**src/verilog/dspl_pkg.sv**
```systemverilog
// Contract
// - While frame select is low, one serial input bit is shifted in at each falling serial clock edge.
// - The shifted word is acted on only when frame select rises, ending the frame.
// - In readback or daisy-chain use the serial output changes on rising clock edges, valid at the next fall.
// - With the update strobe held low, the converter register follows each input register write at once.
// - With the update strobe high during a write, the copy waits for the strobe's next falling edge; the code ignores a fall in the cycle a frame is acted on.
// - An unconnected update strobe reads high, so writes are then deferred.
// - While the active-low reset is asserted, all state returns to power-on defaults with output clamped.
`default_nettype none
package dspl_pkg;

  // ********************************************************************
  // Frame layout
  // ********************************************************************
  localparam int unsigned WORD_BITS  = 24;
  localparam int unsigned DATA_BITS  = 16;
  localparam int unsigned CMD_POS    = 20;
  localparam int unsigned CMD_BITS   = 4;
  localparam int unsigned CNT_BITS   = 5;

  // Command codes kept neutral; the frame's command nibble selects the action.
  localparam logic [3:0] CMD_NOP       = 4'h0;
  localparam logic [3:0] CMD_WR_INPUT  = 4'h1;
  localparam logic [3:0] CMD_UPDATE    = 4'h2;
  localparam logic [3:0] CMD_WR_UPDATE = 4'h3;
  localparam logic [3:0] CMD_READBACK  = 4'hB;

  // ********************************************************************
  // Reset values
  // ********************************************************************
  localparam logic [15:0] INPUT_RST = 16'h0000;
  localparam logic [15:0] DAC_RST   = 16'h0000;

  // ********************************************************************
  // Timing
  // ********************************************************************
  localparam int unsigned SYS_CLK_HZ  = 50_000_000;
  localparam int unsigned LINK_MAX_HZ = 50_000_000;

endpackage
`default_nettype wire

```
**src/verilog/dspl_sync_if.sv**
```systemverilog
`timescale 1ns/1ps
`default_nettype none
// Synchronised pin levels and their edge pulses, shared by the synchroniser and the core.
interface dspl_sync_if;
  logic sclk_lvl;
  logic sclk_rise;
  logic sclk_fall;
  logic frame_n_lvl;
  logic frame_start;
  logic frame_end;
  logic serial_in_lvl;
  logic strobe_fall;
  logic strobe_lvl;

  modport src (output sclk_lvl, sclk_rise, sclk_fall, frame_n_lvl, frame_start, frame_end,
               serial_in_lvl, strobe_fall, strobe_lvl);
  modport dst (input sclk_lvl, sclk_rise, sclk_fall, frame_n_lvl, frame_start, frame_end,
               serial_in_lvl, strobe_fall, strobe_lvl);
endinterface
`default_nettype wire

```
**src/verilog/dspl_serial_core.sv**
```systemverilog
`timescale 1ns/1ps
`default_nettype none
module dspl_serial_core (
  // Clock and reset.
  input  wire logic        sys_clk,
  input  wire logic        sys_rst,
  // Device pins.
  input  wire logic        sclk,
  input  wire logic        frame_n,
  input  wire logic        serial_in,
  input  wire logic        update_strobe_n,
  input  wire logic        reset_n,
  output logic             serial_out,
  // Converter side.
  output logic [15:0]      input_reg,
  output logic [15:0]      dac_reg,
  output logic             output_clamped,
  output logic             dac_loaded
);

  // ********************************************************************
  // Pin synchronisers
  // ********************************************************************
  dspl_sync_if sy ();

  dspl_pin_sync u_sync (
    .sys_clk         (sys_clk),
    .sys_rst         (sys_rst),
    .sclk            (sclk),
    .frame_n         (frame_n),
    .serial_in       (serial_in),
    .update_strobe_n (update_strobe_n),
    .sy              (sy)
  );

  // Reset pin synchroniser, idle high as with its pull-up.
  logic [1:0] rst_sync_ff;

  always_ff @(posedge sys_clk or posedge sys_rst) begin
    if (sys_rst) begin
      rst_sync_ff <= 2'h3;
    end else begin
      rst_sync_ff <= {rst_sync_ff[0], reset_n};
    end
  end

  // ********************************************************************
  // State
  // ********************************************************************
  typedef enum logic [1:0] {IDLE, SHIFT, ACT} dspl_phase_type;

  typedef struct packed {
    dspl_phase_type   phase;
    logic [23:0]      shreg;
    logic [23:0]      outreg;
    logic [4:0]       bits;
    logic             sout;
    logic [15:0]      inreg;
    logic [15:0]      dac;
    logic             pending;
    logic             clamped;
    logic             loaded;
  } dspl_core_type;

  dspl_core_type st_ff;
  dspl_core_type nxt_st;

  logic [3:0] cmd;

  assign cmd = st_ff.shreg[dspl_pkg::CMD_POS +: dspl_pkg::CMD_BITS];

  // Frame sequencing, shifting, command decode and update logic.
  always_comb begin
    nxt_st        = st_ff;
    nxt_st.loaded = 1'b0;
    if (!rst_sync_ff[1]) begin
      nxt_st.phase   = IDLE;
      nxt_st.shreg   = '0;
      nxt_st.outreg  = '0;
      nxt_st.bits    = '0;
      nxt_st.sout    = 1'b0;
      nxt_st.inreg   = dspl_pkg::INPUT_RST;
      nxt_st.dac     = dspl_pkg::DAC_RST;
      nxt_st.pending = 1'b0;
      nxt_st.clamped = 1'b1;
    end else begin
      case (st_ff.phase)
        IDLE: begin
          if (sy.frame_start) begin
            nxt_st.phase = SHIFT;
            nxt_st.bits  = '0;
          end
        end
        SHIFT: begin
          if (sy.frame_end) begin
            nxt_st.phase = ACT;
          end else if (sy.sclk_fall) begin
            nxt_st.shreg = {st_ff.shreg[22:0], sy.serial_in_lvl};
            if (st_ff.bits != 5'(dspl_pkg::WORD_BITS)) begin
              nxt_st.bits = st_ff.bits + 5'h01;
            end
          end else if (sy.sclk_rise) begin
            nxt_st.sout   = st_ff.outreg[23];
            nxt_st.outreg = {st_ff.outreg[22:0], 1'b0};
          end
        end
        ACT: begin
          nxt_st.phase  = IDLE;
          nxt_st.outreg = st_ff.shreg; // Daisy-chain: last word shifts on.
          if (st_ff.bits == 5'(dspl_pkg::WORD_BITS)) begin
            if (cmd == dspl_pkg::CMD_WR_INPUT) begin
              nxt_st.inreg = st_ff.shreg[15:0];
              if (!sy.strobe_lvl) begin
                nxt_st.dac     = st_ff.shreg[15:0];
                nxt_st.loaded  = 1'b1;
                nxt_st.clamped = 1'b0;
              end else begin
                nxt_st.pending = 1'b1;
              end
            end else if (cmd == dspl_pkg::CMD_UPDATE) begin
              nxt_st.dac     = st_ff.inreg;
              nxt_st.loaded  = 1'b1;
              nxt_st.clamped = 1'b0;
              nxt_st.pending = 1'b0;
            end else if (cmd == dspl_pkg::CMD_WR_UPDATE) begin
              nxt_st.inreg   = st_ff.shreg[15:0];
              nxt_st.dac     = st_ff.shreg[15:0];
              nxt_st.loaded  = 1'b1;
              nxt_st.clamped = 1'b0;
              nxt_st.pending = 1'b0;
            end else if (cmd == dspl_pkg::CMD_READBACK) begin
              nxt_st.outreg = {dspl_pkg::CMD_READBACK, 4'h0, st_ff.dac};
            end
          end
        end
        default: nxt_st.phase = IDLE;
      endcase
      // Deferred copy on the strobe's falling edge.
      if (st_ff.pending && sy.strobe_fall && st_ff.phase != ACT) begin
        nxt_st.dac     = st_ff.inreg;
        nxt_st.pending = 1'b0;
        nxt_st.loaded  = 1'b1;
        nxt_st.clamped = 1'b0;
      end
    end
  end

  // State register.
  always_ff @(posedge sys_clk or posedge sys_rst) begin
    if (sys_rst) begin
      st_ff <= '{phase: IDLE, shreg: '0, outreg: '0, bits: '0, sout: 1'b0,
                 inreg: dspl_pkg::INPUT_RST, dac: dspl_pkg::DAC_RST,
                 pending: 1'b0, clamped: 1'b1, loaded: 1'b0};
    end else begin
      st_ff <= nxt_st;
    end
  end

  // Outputs straight from the state flops.
  assign serial_out     = st_ff.sout;
  assign input_reg      = st_ff.inreg;
  assign dac_reg        = st_ff.dac;
  assign output_clamped = st_ff.clamped;
  assign dac_loaded     = st_ff.loaded;

endmodule // dspl_serial_core
`default_nettype wire

```
**src/verilog/dspl_pin_sync.sv**
```systemverilog
`timescale 1ns/1ps
`default_nettype none
module dspl_pin_sync (
  // Clock and reset.
  input  wire logic sys_clk,
  input  wire logic sys_rst,
  // Raw pins.
  input  wire logic sclk,
  input  wire logic frame_n,
  input  wire logic serial_in,
  input  wire logic update_strobe_n,
  // Synchronised levels and edges.
  dspl_sync_if.src  sy
);

  // ********************************************************************
  // State
  // ********************************************************************
  typedef struct packed {
    logic [3:0] s1;
    logic [3:0] s2;
    logic [3:0] s3;
  } dspl_sync_type;

  dspl_sync_type st_ff;
  dspl_sync_type nxt_st;

  // Two flops per pin, then a third copy for edge detection.
  always_comb begin
    nxt_st    = st_ff;
    nxt_st.s1 = {update_strobe_n, serial_in, frame_n, sclk};
    nxt_st.s2 = st_ff.s1;
    nxt_st.s3 = st_ff.s2;
  end

  // Pins reset to their idle levels, so no false edge follows reset: link clock low,
  // frame select high, and strobe high as its pull-up holds it.
  always_ff @(posedge sys_clk or posedge sys_rst) begin
    if (sys_rst) begin
      st_ff <= '{s1: 4'hA, s2: 4'hA, s3: 4'hA};
    end else begin
      st_ff <= nxt_st;
    end
  end

  // Levels and edges seen from the second flop onward.
  assign sy.sclk_lvl      = st_ff.s2[0];
  assign sy.sclk_rise     = st_ff.s2[0] & ~st_ff.s3[0];
  assign sy.sclk_fall     = ~st_ff.s2[0] & st_ff.s3[0];
  assign sy.frame_n_lvl   = st_ff.s2[1];
  assign sy.frame_start   = ~st_ff.s2[1] & st_ff.s3[1];
  assign sy.frame_end     = st_ff.s2[1] & ~st_ff.s3[1];
  assign sy.serial_in_lvl = st_ff.s2[2];
  assign sy.strobe_fall   = ~st_ff.s2[3] & st_ff.s3[3];
  assign sy.strobe_lvl    = st_ff.s2[3];

endmodule // dspl_pin_sync
`default_nettype wire

```
**config.mk**
```make
export PLATFORM = sky130hd
export DESIGN_NAME = dspl_serial_core
export DESIGN_NICKNAME = d
export VERILOG_FILES = /design/src/verilog/dspl_pkg.sv /design/src/verilog/dspl_sync_if.sv /design/src/verilog/dspl_serial_core.sv /design/src/verilog/dspl_pin_sync.sv
export SDC_FILE = /design/constraint.sdc
export NUM_CORES = 1
export LEC_CHECK = 0
export ABC_AREA = 1
export BUFFER_PORTS_ARGS = -buffer_cell sky130_fd_sc_hd__buf_2
export CAP_MARGIN = 20
export CORE_MARGIN = 5
export CORE_UTILIZATION = 47
export CTS_BUF_LIST = sky130_fd_sc_hd__clkbuf_8
export DETAILED_ROUTE_END_ITERATION = 8
export PLACE_DENSITY = 0.67
export SETUP_SLACK_MARGIN = 0.4
export SYNTH_ARGS = -nofsm -noshare
export SYNTH_HDL_FRONTEND = slang
export SYNTH_SLANG_ARGS = --single-unit
```
**constraint.sdc**
```tcl
create_clock -name sys_clk -period 2.8 [get_ports sys_clk]
set_input_delay 0.28 -clock sys_clk [delete_from_list [all_inputs] [get_ports sys_clk]]
set_output_delay 0.28 -clock sys_clk [all_outputs]
set_load 0.05 [all_outputs]
```
==> results.yml, run 1 <==
global_routing:
  grt_remaining_overflow: 0
  use_met1_pct: 29.5
  grt_pass1_vias: 4111
  met2_usage_pct: 27.7
  grt_pass1_wl_mm: 20.7
  grt_max_degree: 46
  met3_usage_pct: 3.19
  grtUsageTotal_pct: 19.2
  antenna_found_initial: 0
  grt-busiest-layer: "met1"
detailed_routing:
  ant_nets: 0
  first_iter_violations: 393
  drc: 0
  wl_mm: 12.3
  wire_per_inst_um: 14.5
  viasPerCell: 5.11
  firstDrtPassIters: 5
  vias: 4360
sta:
  clock_skew_ns: 0.0130
  rsz0062_at_grt: "no"
  drv_slew: 0
  tightest_slew_ns: 0.747
  finalCritPeriodShare_pct: 73.6
  finalSetupTns_ns: 0
  setup_violations: 0
  fmax_mhz: 485
  hold_viol: 0
  relSlewSlack_pct: 50.2
  final.min_clock_period_ns: 2.06
floorplan:
  placementRows: 39
  core_um2: 11300
  die_x_um: 117
  initial_utilization_pct: 47.6
  die_h_um: 117
  die_area_um2: 13700
  ios: 42
synthesis:
  synth_top_area_share_pct: 44.1
  synth-warning-count: 0
  synth.distinct_cells: 30
  synth_commonest_cells: "241 x nand2_1, 95 x dfrtp_1, 82 x nor2_1"
  synthMostInstantiatedCell: "nand2_1"
  synthesis.nets: 713
  ys_seq_area_share_pct: 48.5
  yosysTopAreaCell: "dfrtp_1"
  ys_seq_elements: 104
  synthCells: 704
  synth-edff-count: 0
  synthFlopType: "dfrtp_1"
  netlist_area_um2: 5390
  synthTopCellsByArea: "dfrtp_1 44%, nand2_1 17%, nand3_1 6.2%"
  avgSynthCellArea_um2: 7.65
  async_flop_share_pct: 100
pwr:
  p_leak_nw: 2.80
  powerDensity_nw_per_um2: 485
  p_clk_share_pct: 30.6
  pwr-share-comb_pct: 11.7
  total_power_mw: 2.75
  irDropWorstVdd_uv: 331
  internal_power_mw: 2.00
  swShare_pct: 27.3
  p_sw_mw: 0.752
  p_seq_share_pct: 57.8
clock_network:
  clock_path_buffers: 2
  cts_tree: "built"
  postCtsSetupBuffers: 0
  clock-root-buffer: "clkbuf_8"
  clk_latency_ns: 0.36
  cts_sinks: 104
  htree_num_levels: 3
  clkTransAtPathRegs_ns: 0.09
  cts_buffers: 9
setup_path:
  crit_top_cell: "nand2_1"
  crit_arrival_ns: 2.36
  cp.required_ns: 3.10
  crit_chain: "inv_1 -> ha_1 -> nand2_1 -> inv_1 -> nand3_1 -> nor2_1 -> o21ai_2 -> nand2_1 -> nand2_1"
  critPathMaxFanout: 17
  max_stage_delay_ns: 0.57
  worstSetupPathType: "reg -> reg"
  cp_slowest_cell: "o21ai_2"
  cp_num_buf_inv: 2
  path_delay_family: "simple AND/OR/NAND/NOR gates"
  start_kind: "flip-flop"
  worstSetupEndpointType: "flip-flop"
place:
  io_buffer_count: 41
  hpwl_mm: 8.74
  gp_congestion: 0.888
  dp.cells: 834
status:
  outcome: "finished clean"
layout:
  area_delta_synth_final_pct: 5.29
  final_nets: 715
  largest_register_ffs: 52
  multi_input_area_um2: 2140
  utilization_pct: 50.1
  layout.cells.non_filler: 854
  fillers: 1108
  drive_above_1_share_pct: 13.8
  diodes: 0
  seqCellArea_um2: 2610
min_path:
  hold_path_class: "in -> reg"
job:
  timing.max_cap.violations: 0
[final cells by class]
class | count | share of cell area (%)
well taps | 143 | 3.15
clock inverters | 5 | 0.353
flip-flops and latches | 104 | 46.1
clock buffers | 11 | 2.67
multi-input cells | 475 | 37.7
repair buffers | 54 | 5.91
inverters | 62 | 4.17
[placed cells by master (no fill, tap or decap)]
cell type and instances:
o211ai_1 2, o31ai_1 1, nor2_2 2, clkinv_2 1, buf_12 2, nor3_1 5
buf_4 8, o21ai_2 2, nand3_1 67, inv_1 59, nor4_1 1, xor2_1 1
dfrtp_1 95, buf_2 41, ha_1 2, nand3_4 1, clkbuf_8 11, inv_2 5
dfstp_2 9, a21o_1 1, nand2_1 241, nand2_2 8, nand4_1 8, o21ai_0 11
o22ai_1 30, clkinv_1 1, nor2_1 82, dlygate4sd3_1 3, nand4_2 1, o21ai_4 1
clkinvlp_4 1, a21oi_1 2, nor2_4 5, xnor2_1 1
[worst register-to-register path: cells and delay by family (launching register included)]
family | cells | cell delay, ns
and+or+nand+nor | 5 | 0.72
AOI/OAI and AO/OA | 1 | 0.57
DFF | 1 | 0.40
adders and majority gates | 1 | 0.19
buffers and inverters | 2 | 0.13
[worst paths after layout]
check | from | endpoint | slack [ns] | depth (start not counted)
setup / recovery | st_ff[36] | dac_reg[15] | 0.74 | 9
hold / removal | reset_n | rst_sync_ff[0] | 0.02 | 1
setup reg to reg | st_ff[36] | dac_reg[15] | 0.74 | 9
hold reg to reg | u_sync.nxt_st[6] | u_sync.sy.serial_in_lvl | 0.35 | 0
max in group asynchronous | sys_rst | st_ff[58] | 1.71 | 5
min in group asynchronous | sys_rst | st_ff[60] | 0.35 | 3
[cells by family (layout without fill, tap and decap cells)]
family | count (synthesis) | count (layout) | synth area share [%]
flops | 104 | 104 | 48.5
xor+xnor | 2 | 2 | 0.325
buf+inv | 125 | 132 | 12.0
simple gates | 421 | 421 | 33.0
compound gates | 50 | 50 | 5.74
fa+ha+maj | 2 | 2 | 0.464
[power by group through the flow]
stage | logic, mW | clock network (mW) | registers [mW]
after CTS | 0.317 | 0.859 | 1.59
after global placement | 0.306 | 0 | 1.61
final | 0.320 | 0.841 | 1.59
after global routing | 0.363 | 0.931 | 1.59
after floorplan | 0.242 | 0 | 1.62
after detailed placement | 0.315 | 0 | 1.62
[stage by stage]
step           hold slack, ns  instance area (um2)  setup WS (ns)
6_report               0.0195                 5670          0.739
5_1_grt               0.00629                 5670          0.504
4_1_cts               0.00309                 5640          0.593
3_5_place_dp            0.338                 5440          0.608
3_3_place_gp            0.338                 5440          0.688
2_1_floorplan           0.284                 5390           1.25
[repair_timing]
action / in CTS / in global routing
endpoints found under the hold margin: 2 / 1
setup endpoints to repair: 0 / 4
hold buffers: 2 / 1
resized for setup: 0 / 1
[layer usage]
layer | vias up | routed length [um] | part of all wire, %
met2 | 126 | 5370 | 43
met3 | 15 | 580 | 4.7
li1 | 2192 | - | -
met4 | 0 | 219 | 1.8
met1 | 2027 | 6180 | 50
met5 | - | 0 | 0
No activity file was read; power rests on OpenSTA's default activity.
==> run 2, diff against run 1 <==
--- a/config.mk
+++ b/config.mk
@@ -12,7 +12,6 @@
 export CORE_UTILIZATION = 47
 export CTS_BUF_LIST = sky130_fd_sc_hd__clkbuf_8
 export DETAILED_ROUTE_END_ITERATION = 8
-export PLACE_DENSITY = 0.67
 export SETUP_SLACK_MARGIN = 0.4
 export SYNTH_ARGS = -nofsm -noshare
 export SYNTH_HDL_FRONTEND = slang
==> constraint.sdc (replaced) <==
create_clock -name sys_clk -period 2 [get_ports sys_clk]
set_input_delay 0.2 -clock sys_clk [delete_from_list [all_inputs] [get_ports sys_clk]]
set_output_delay 0.2 -clock sys_clk [all_outputs]
set_load 0.05 [all_outputs]
==> results.yml, run 2 (same netlist as run 1, synthesis figures left out) <==
status:
  outcome: "finished clean"
clock_network:
  clock_path_buffers: 2
  clk_latency_ns: 0.38
  clock-root-buffer: "clkbuf_8"
  clkTransAtPathRegs_ns: 0.10
  cts_tree: "built"
  cts_buffers: 9
  cts_sinks: 104
  htree_num_levels: 3
setup_path:
  worstSetupPathType: "reg -> reg"
  start_kind: "flip-flop"
  r2r_start: "st_ff[37]"
  ff2ff_setup_slack_ns: 0.38
  crit_arrival_ns: 1.89
  rr_endpoint: "st_ff[41]"
  reg2reg_depth: 10
  cp.required_ns: 2.27
  worstSetupEndpointType: "flip-flop"
  cp-startpoint: "st_ff[37]"
  critPathMaxFanout: 10
layout:
  diodes: 0
  largest_register_ffs: 52
  layout_common_cells: "223 x nand2_1, 93 x dfrtp_1, 75 x nor2_1, 55 x inv_1, 53 x nand3_1"
  layout.cells.non_filler: 880
  area_delta_synth_final_pct: 15.9
  final_nets: 741
  drive_above_1_share_pct: 23.7
  utilization_pct: 55.1
  final_common_cell: "nand2_1"
floorplan:
  initial_utilization_pct: 47.6
  core_um2: 11300
  die_x_um: 117
  die_h_um: 117
  ios: 42
  placementRows: 39
  die_area_um2: 13700
place:
  gp_congestion: 0.866
  hpwl_mm: 8.74
  io_buffer_count: 41
  dp.cells: 840
sta:
  final.min_clock_period_ns: 1.62
  hold_viol: 0
  relSlewSlack_pct: 60.6
  setup_violations: 0
  rsz0062_at_grt: "yes"
  clock_skew_ns: 0.0186
  drv_slew: 0
  finalSetupTns_ns: 0
  tightest_slew_ns: 0.591
  hold_ws_ns: 0.354
  fmax_mhz: 618
  finalCritPeriodShare_pct: 80.9
min_path:
  worstHoldStart: "u_sync.nxt_st[6]"
  hold_path_class: "reg -> reg"
  whs_endpoint: "u_sync.sy.serial_in_lvl"
  hold_depth: 0
global_routing:
  met2_usage_pct: 28.8
  grt_remaining_overflow: 0
  use_met1_pct: 33.0
  grtUsageTotal_pct: 21.0
  grt_max_degree: 105
  grt_pass1_vias: 4282
  met3_usage_pct: 4.42
  grt-busiest-layer: "met1"
  antenna_found_initial: 0
  grt_pass1_wl_mm: 22.3
pwr:
  irDropWorstVdd_uv: 489
  total_power_mw: 4.04
  powerDensity_nw_per_um2: 647
  p_leak_nw: 3.01
detailed_routing:
  vias: 4592
  ant_nets: 0
  viasPerCell: 5.22
  drc: 0
  wire_per_inst_um: 15.7
  firstDrtPassIters: 5
  first_iter_violations: 344
  wl_mm: 13.8
job:
  timing.max_cap.violations: 0
==> run 2: cell types whose count changed in the layout (fill, tap and decap cells not counted), sizes merged <==
cell / change
nand2: +2
dlygate4sd3: +3
clkbuf: +1
clkinvlp: +1
nand3: +1
buf: +18
==> run 2: power by group <==
group | leakage (nW) | internal [mW] | switching [mW] | total, mW
registers | 1.40 | 2.17 | 0.0553 | 2.23
clock network | 0.101 | 0.545 | 0.714 | 1.26
logic | 1.51 | 0.180 | 0.371 | 0.551
==> run 2: cell type report <==
type / instances / area, um2
repair buffers: 75 / 566
well taps: 143 / 179
inverters: 62 / 244
flip-flops and latches: 104 / 2620
multi-input cells: 478 / 2430
fillers: 1091 / 5080
clock inverters: 4 / 20.0
clock buffers: 12 / 165
repair inverters: 2 / 22.5
==> run 2: worst max path at each step <==
stage | end | slack [ns] | depth (start not counted)
final | st_ff[41] | 0.38 | 10
after global routing | st_ff[41] | 0.30 | 10
after CTS | st_ff[45] | 0.40 | 11
after detailed placement | dac_reg[3] | 0.11 | 10
after global placement | dac_reg[6] | 0.16 | 10
after floorplan | dac_reg[8] | 0.45 | 12
==> run 2: worst max-delay path: stages (launching register included) <==
cell and delay, ns:
dfrtp_1 0.40, inv_1 0.06, ha_2 0.17, nand2_2 0.07, inv_4 0.08, nand2_4 0.07, nor2_4 0.20, buf_6 0.15
inv_8 0.05, o211ai_1 0.19, nand2_1 0.08
==> run 2: routing by layer <==
layer / up-vias / routed length (um) / part of all wire [%]
li1: 2248 / - / -
met1: 2211 / 6780 / 49
met2: 125 / 6040 / 44
met3: 8 / 878 / 6.3
met4: 0 / 144 / 1.0
met5: - / 0 / 0
==> run 2: repair_timing <==
action	4_1_cts	5_1_grt
setup endpoints to repair	72	79
pin swaps	4	31
endpoints found under the hold margin	35	0
gates resized for setup	15	81
hold buffers	6	0
setup buffers	3	10
gates cloned	2	3
==> run 2: through the flow <==
stage,cell area (um2),setup slack (ns)
floorplan,5390,0.446
global placement,5490,0.156
detailed placement,5490,0.110
CTS,5840,0.403
global route,6240,0.304
finish,6240,0.382
==> run 3, diff against run 2 <==
--- a/config.mk
+++ b/config.mk
@@ -12,6 +12,7 @@
 export CORE_UTILIZATION = 47
 export CTS_BUF_LIST = sky130_fd_sc_hd__clkbuf_8
 export DETAILED_ROUTE_END_ITERATION = 8
+export PLACE_DENSITY = 0.67
 export SETUP_SLACK_MARGIN = 0.4
 export SYNTH_ARGS = -nofsm -noshare
 export SYNTH_HDL_FRONTEND = slang
==> constraint.sdc (replaced) <==
create_clock -name sys_clk -period 1.46 [get_ports sys_clk]
set_input_delay 0.146 -clock sys_clk [delete_from_list [all_inputs] [get_ports sys_clk]]
set_output_delay 0.146 -clock sys_clk [all_outputs]
set_load 0.05 [all_outputs]
==> results.yml, run 3 (same netlist as run 1, synthesis figures left out) <==
sta:
  hold_viol: 0
  setup_violations: 59
  final.min_clock_period_ns: 1.68
  relSlewSlack_pct: 76.0
  setup_ws_ns: -0.225
  rsz0062_at_grt: "yes"
  drv_slew: 0
  hold_ws_ns: 0.280
  clock_skew_ns: 0.00625
  finalSetupTns_ns: -7.54
  finalCritPeriodShare_pct: 115
  fmax_mhz: 593
  tightest_slew_ns: 0.360
min_path:
  hold_path_class: "in -> async"
global_routing:
  grtUsageTotal_pct: 24.7
  grt_pass1_wl_mm: 26.1
  grt_remaining_overflow: 0
  antenna_found_initial: 0
  grt_max_degree: 41
  grt_pass1_vias: 5033
setup_path:
  crit_top_cell: "buf_12"
  cp-startpoint: "st_ff[36]"
  critPathMaxFanout: 8
  cp_slowest_cell: "dfrtp_1"
  crit_arrival_ns: 1.99
  cp.required_ns: 1.77
  worstSetupEndpointType: "flip-flop"
  max_stage_delay_ns: 0.42
  r2r_start: "st_ff[36]"
  cp_num_buf_inv: 4
  path_delay_family: "buffers and inverters"
  start_kind: "flip-flop"
  worstSetupPathType: "reg -> reg"
  crit_chain: "inv_2 -> ha_4 -> nand2_4 -> inv_4 -> nand3_4 -> buf_12 -> nor2_4 -> buf_12 -> nand2_8 -> o22ai_1"
status:
  violations: "setup timing"
  outcome: "finished with violations"
detailed_routing:
  firstDrtPassIters: 5
  vias: 5349
  wire_per_inst_um: 17.6
  drc: 0
  first_iter_violations: 671
  viasPerCell: 5.49
  wl_mm: 17.1
  ant_nets: 0
clock_network:
  clk_latency_ns: 0.39
  cts_tree: "built"
  cts_sinks: 104
  clkTransAtPathRegs_ns: 0.10
  cts_buffers: 9
  clock-root-buffer: "clkbuf_8"
  clock_path_buffers: 2
  htree_num_levels: 3
floorplan:
  die_h_um: 117
  die_area_um2: 13700
  ios: 42
  placementRows: 39
  die_x_um: 117
  core_um2: 11300
  initial_utilization_pct: 47.6
layout:
  area_delta_synth_final_pct: 46.0
  layout_common_cells: "208 x nand2_1, 93 x dfrtp_1, 88 x buf_4, 68 x nor2_1, 49 x inv_1"
  drive_above_1_share_pct: 39.6
  stdcell_area_um2: 7870
  final_common_cell: "nand2_1"
  largest_register_ffs: 52
  diodes: 0
  utilization_pct: 69.5
  final_nets: 835
place:
  placed_area_um2: 6060
  gp_congestion: 0.902
  io_buffer_count: 41
  hpwl_mm: 9.59
job:
  timing.max_cap.violations: 0
pwr:
  powerDensity_nw_per_um2: 808
  p_leak_nw: 3.70
  irDropWorstVdd_uv: 718
## run 3: cell types whose count changed in the layout (fill, tap and decap cells not counted), sizes merged
| cell | delta |
|---|---|
| buf | +91 |
| bufinv | +2 |
| clkbuf | -3 |
| clkinv | +3 |
| clkinvlp | -1 |
| inv | -2 |
| nand2 | +3 |
| nand3 | +1 |
## run 3: where the power goes
part	switching [mW]	internal, mW
Sequential	0.0798	2.98
Clock	1.02	0.955
Combinational	0.762	0.556
## run 3: layer usage
layer	vias to the layer above	GRT usage, %	wire (um)
met5	-	0	0
met4	0	11.1	561
met3	49	4.37	1190
met2	256	37.0	8060
met1	2597	35.3	7310
li1	2447	-	-
## run 3: what timing repair did
action	4_1_cts	5_1_grt
hold endpoints to repair	14	0
hold buffers	6	0
cloned	7	1
setup endpoints to repair	126	126
pin swaps	30	26
gates resized for setup	194	51
buffers inserted	44	12
## run 3: metrics by stage
step	std cells	setup WS, ns	power (mW)
floorplan	704	-0.0119	3.63
global placement	888	-0.123	3.92
detailed placement	888	-0.193	3.94
CTS	961	-0.0798	6.22
global route	974	-0.298	6.58
finish	974	-0.225	6.36
## run 3: layout make-up
| class | instances | area (um2) |
|---|---|---|
| Multi-Input combinational cell | 482 | 2930 |
| Inverter | 62 | 270 |
| Timing Repair inverter | 1 | 8.76 |
| Timing Repair Buffer | 166 | 1650 |
| Sequential cell | 104 | 2620 |
| Clock inverter | 7 | 87.6 |
| Clock buffer | 9 | 124 |
| Fill cell | 792 | 3460 |
| Tap cell | 143 | 179 |
## run 3: final timing paths
kind	endpoint	slack, ns	cells after the start
min in group sys_clk	u_sync.sy.sclk_lvl	0.36	0
setup / recovery	input_reg[12]	-0.22	10
max in group asynchronous	u_sync.nxt_st[5]	0.58	4
hold / removal	st_ff[61]	0.28	3
setup reg to reg	input_reg[12]	-0.22	10
hold reg to reg	u_sync.sy.sclk_lvl	0.36	0
## run 3: worst min-delay path, stage by stage
cell and delay [ns]:
dlygate4sd3_1 0.53, buf_2 0.13, clkinvlp_4 0.26
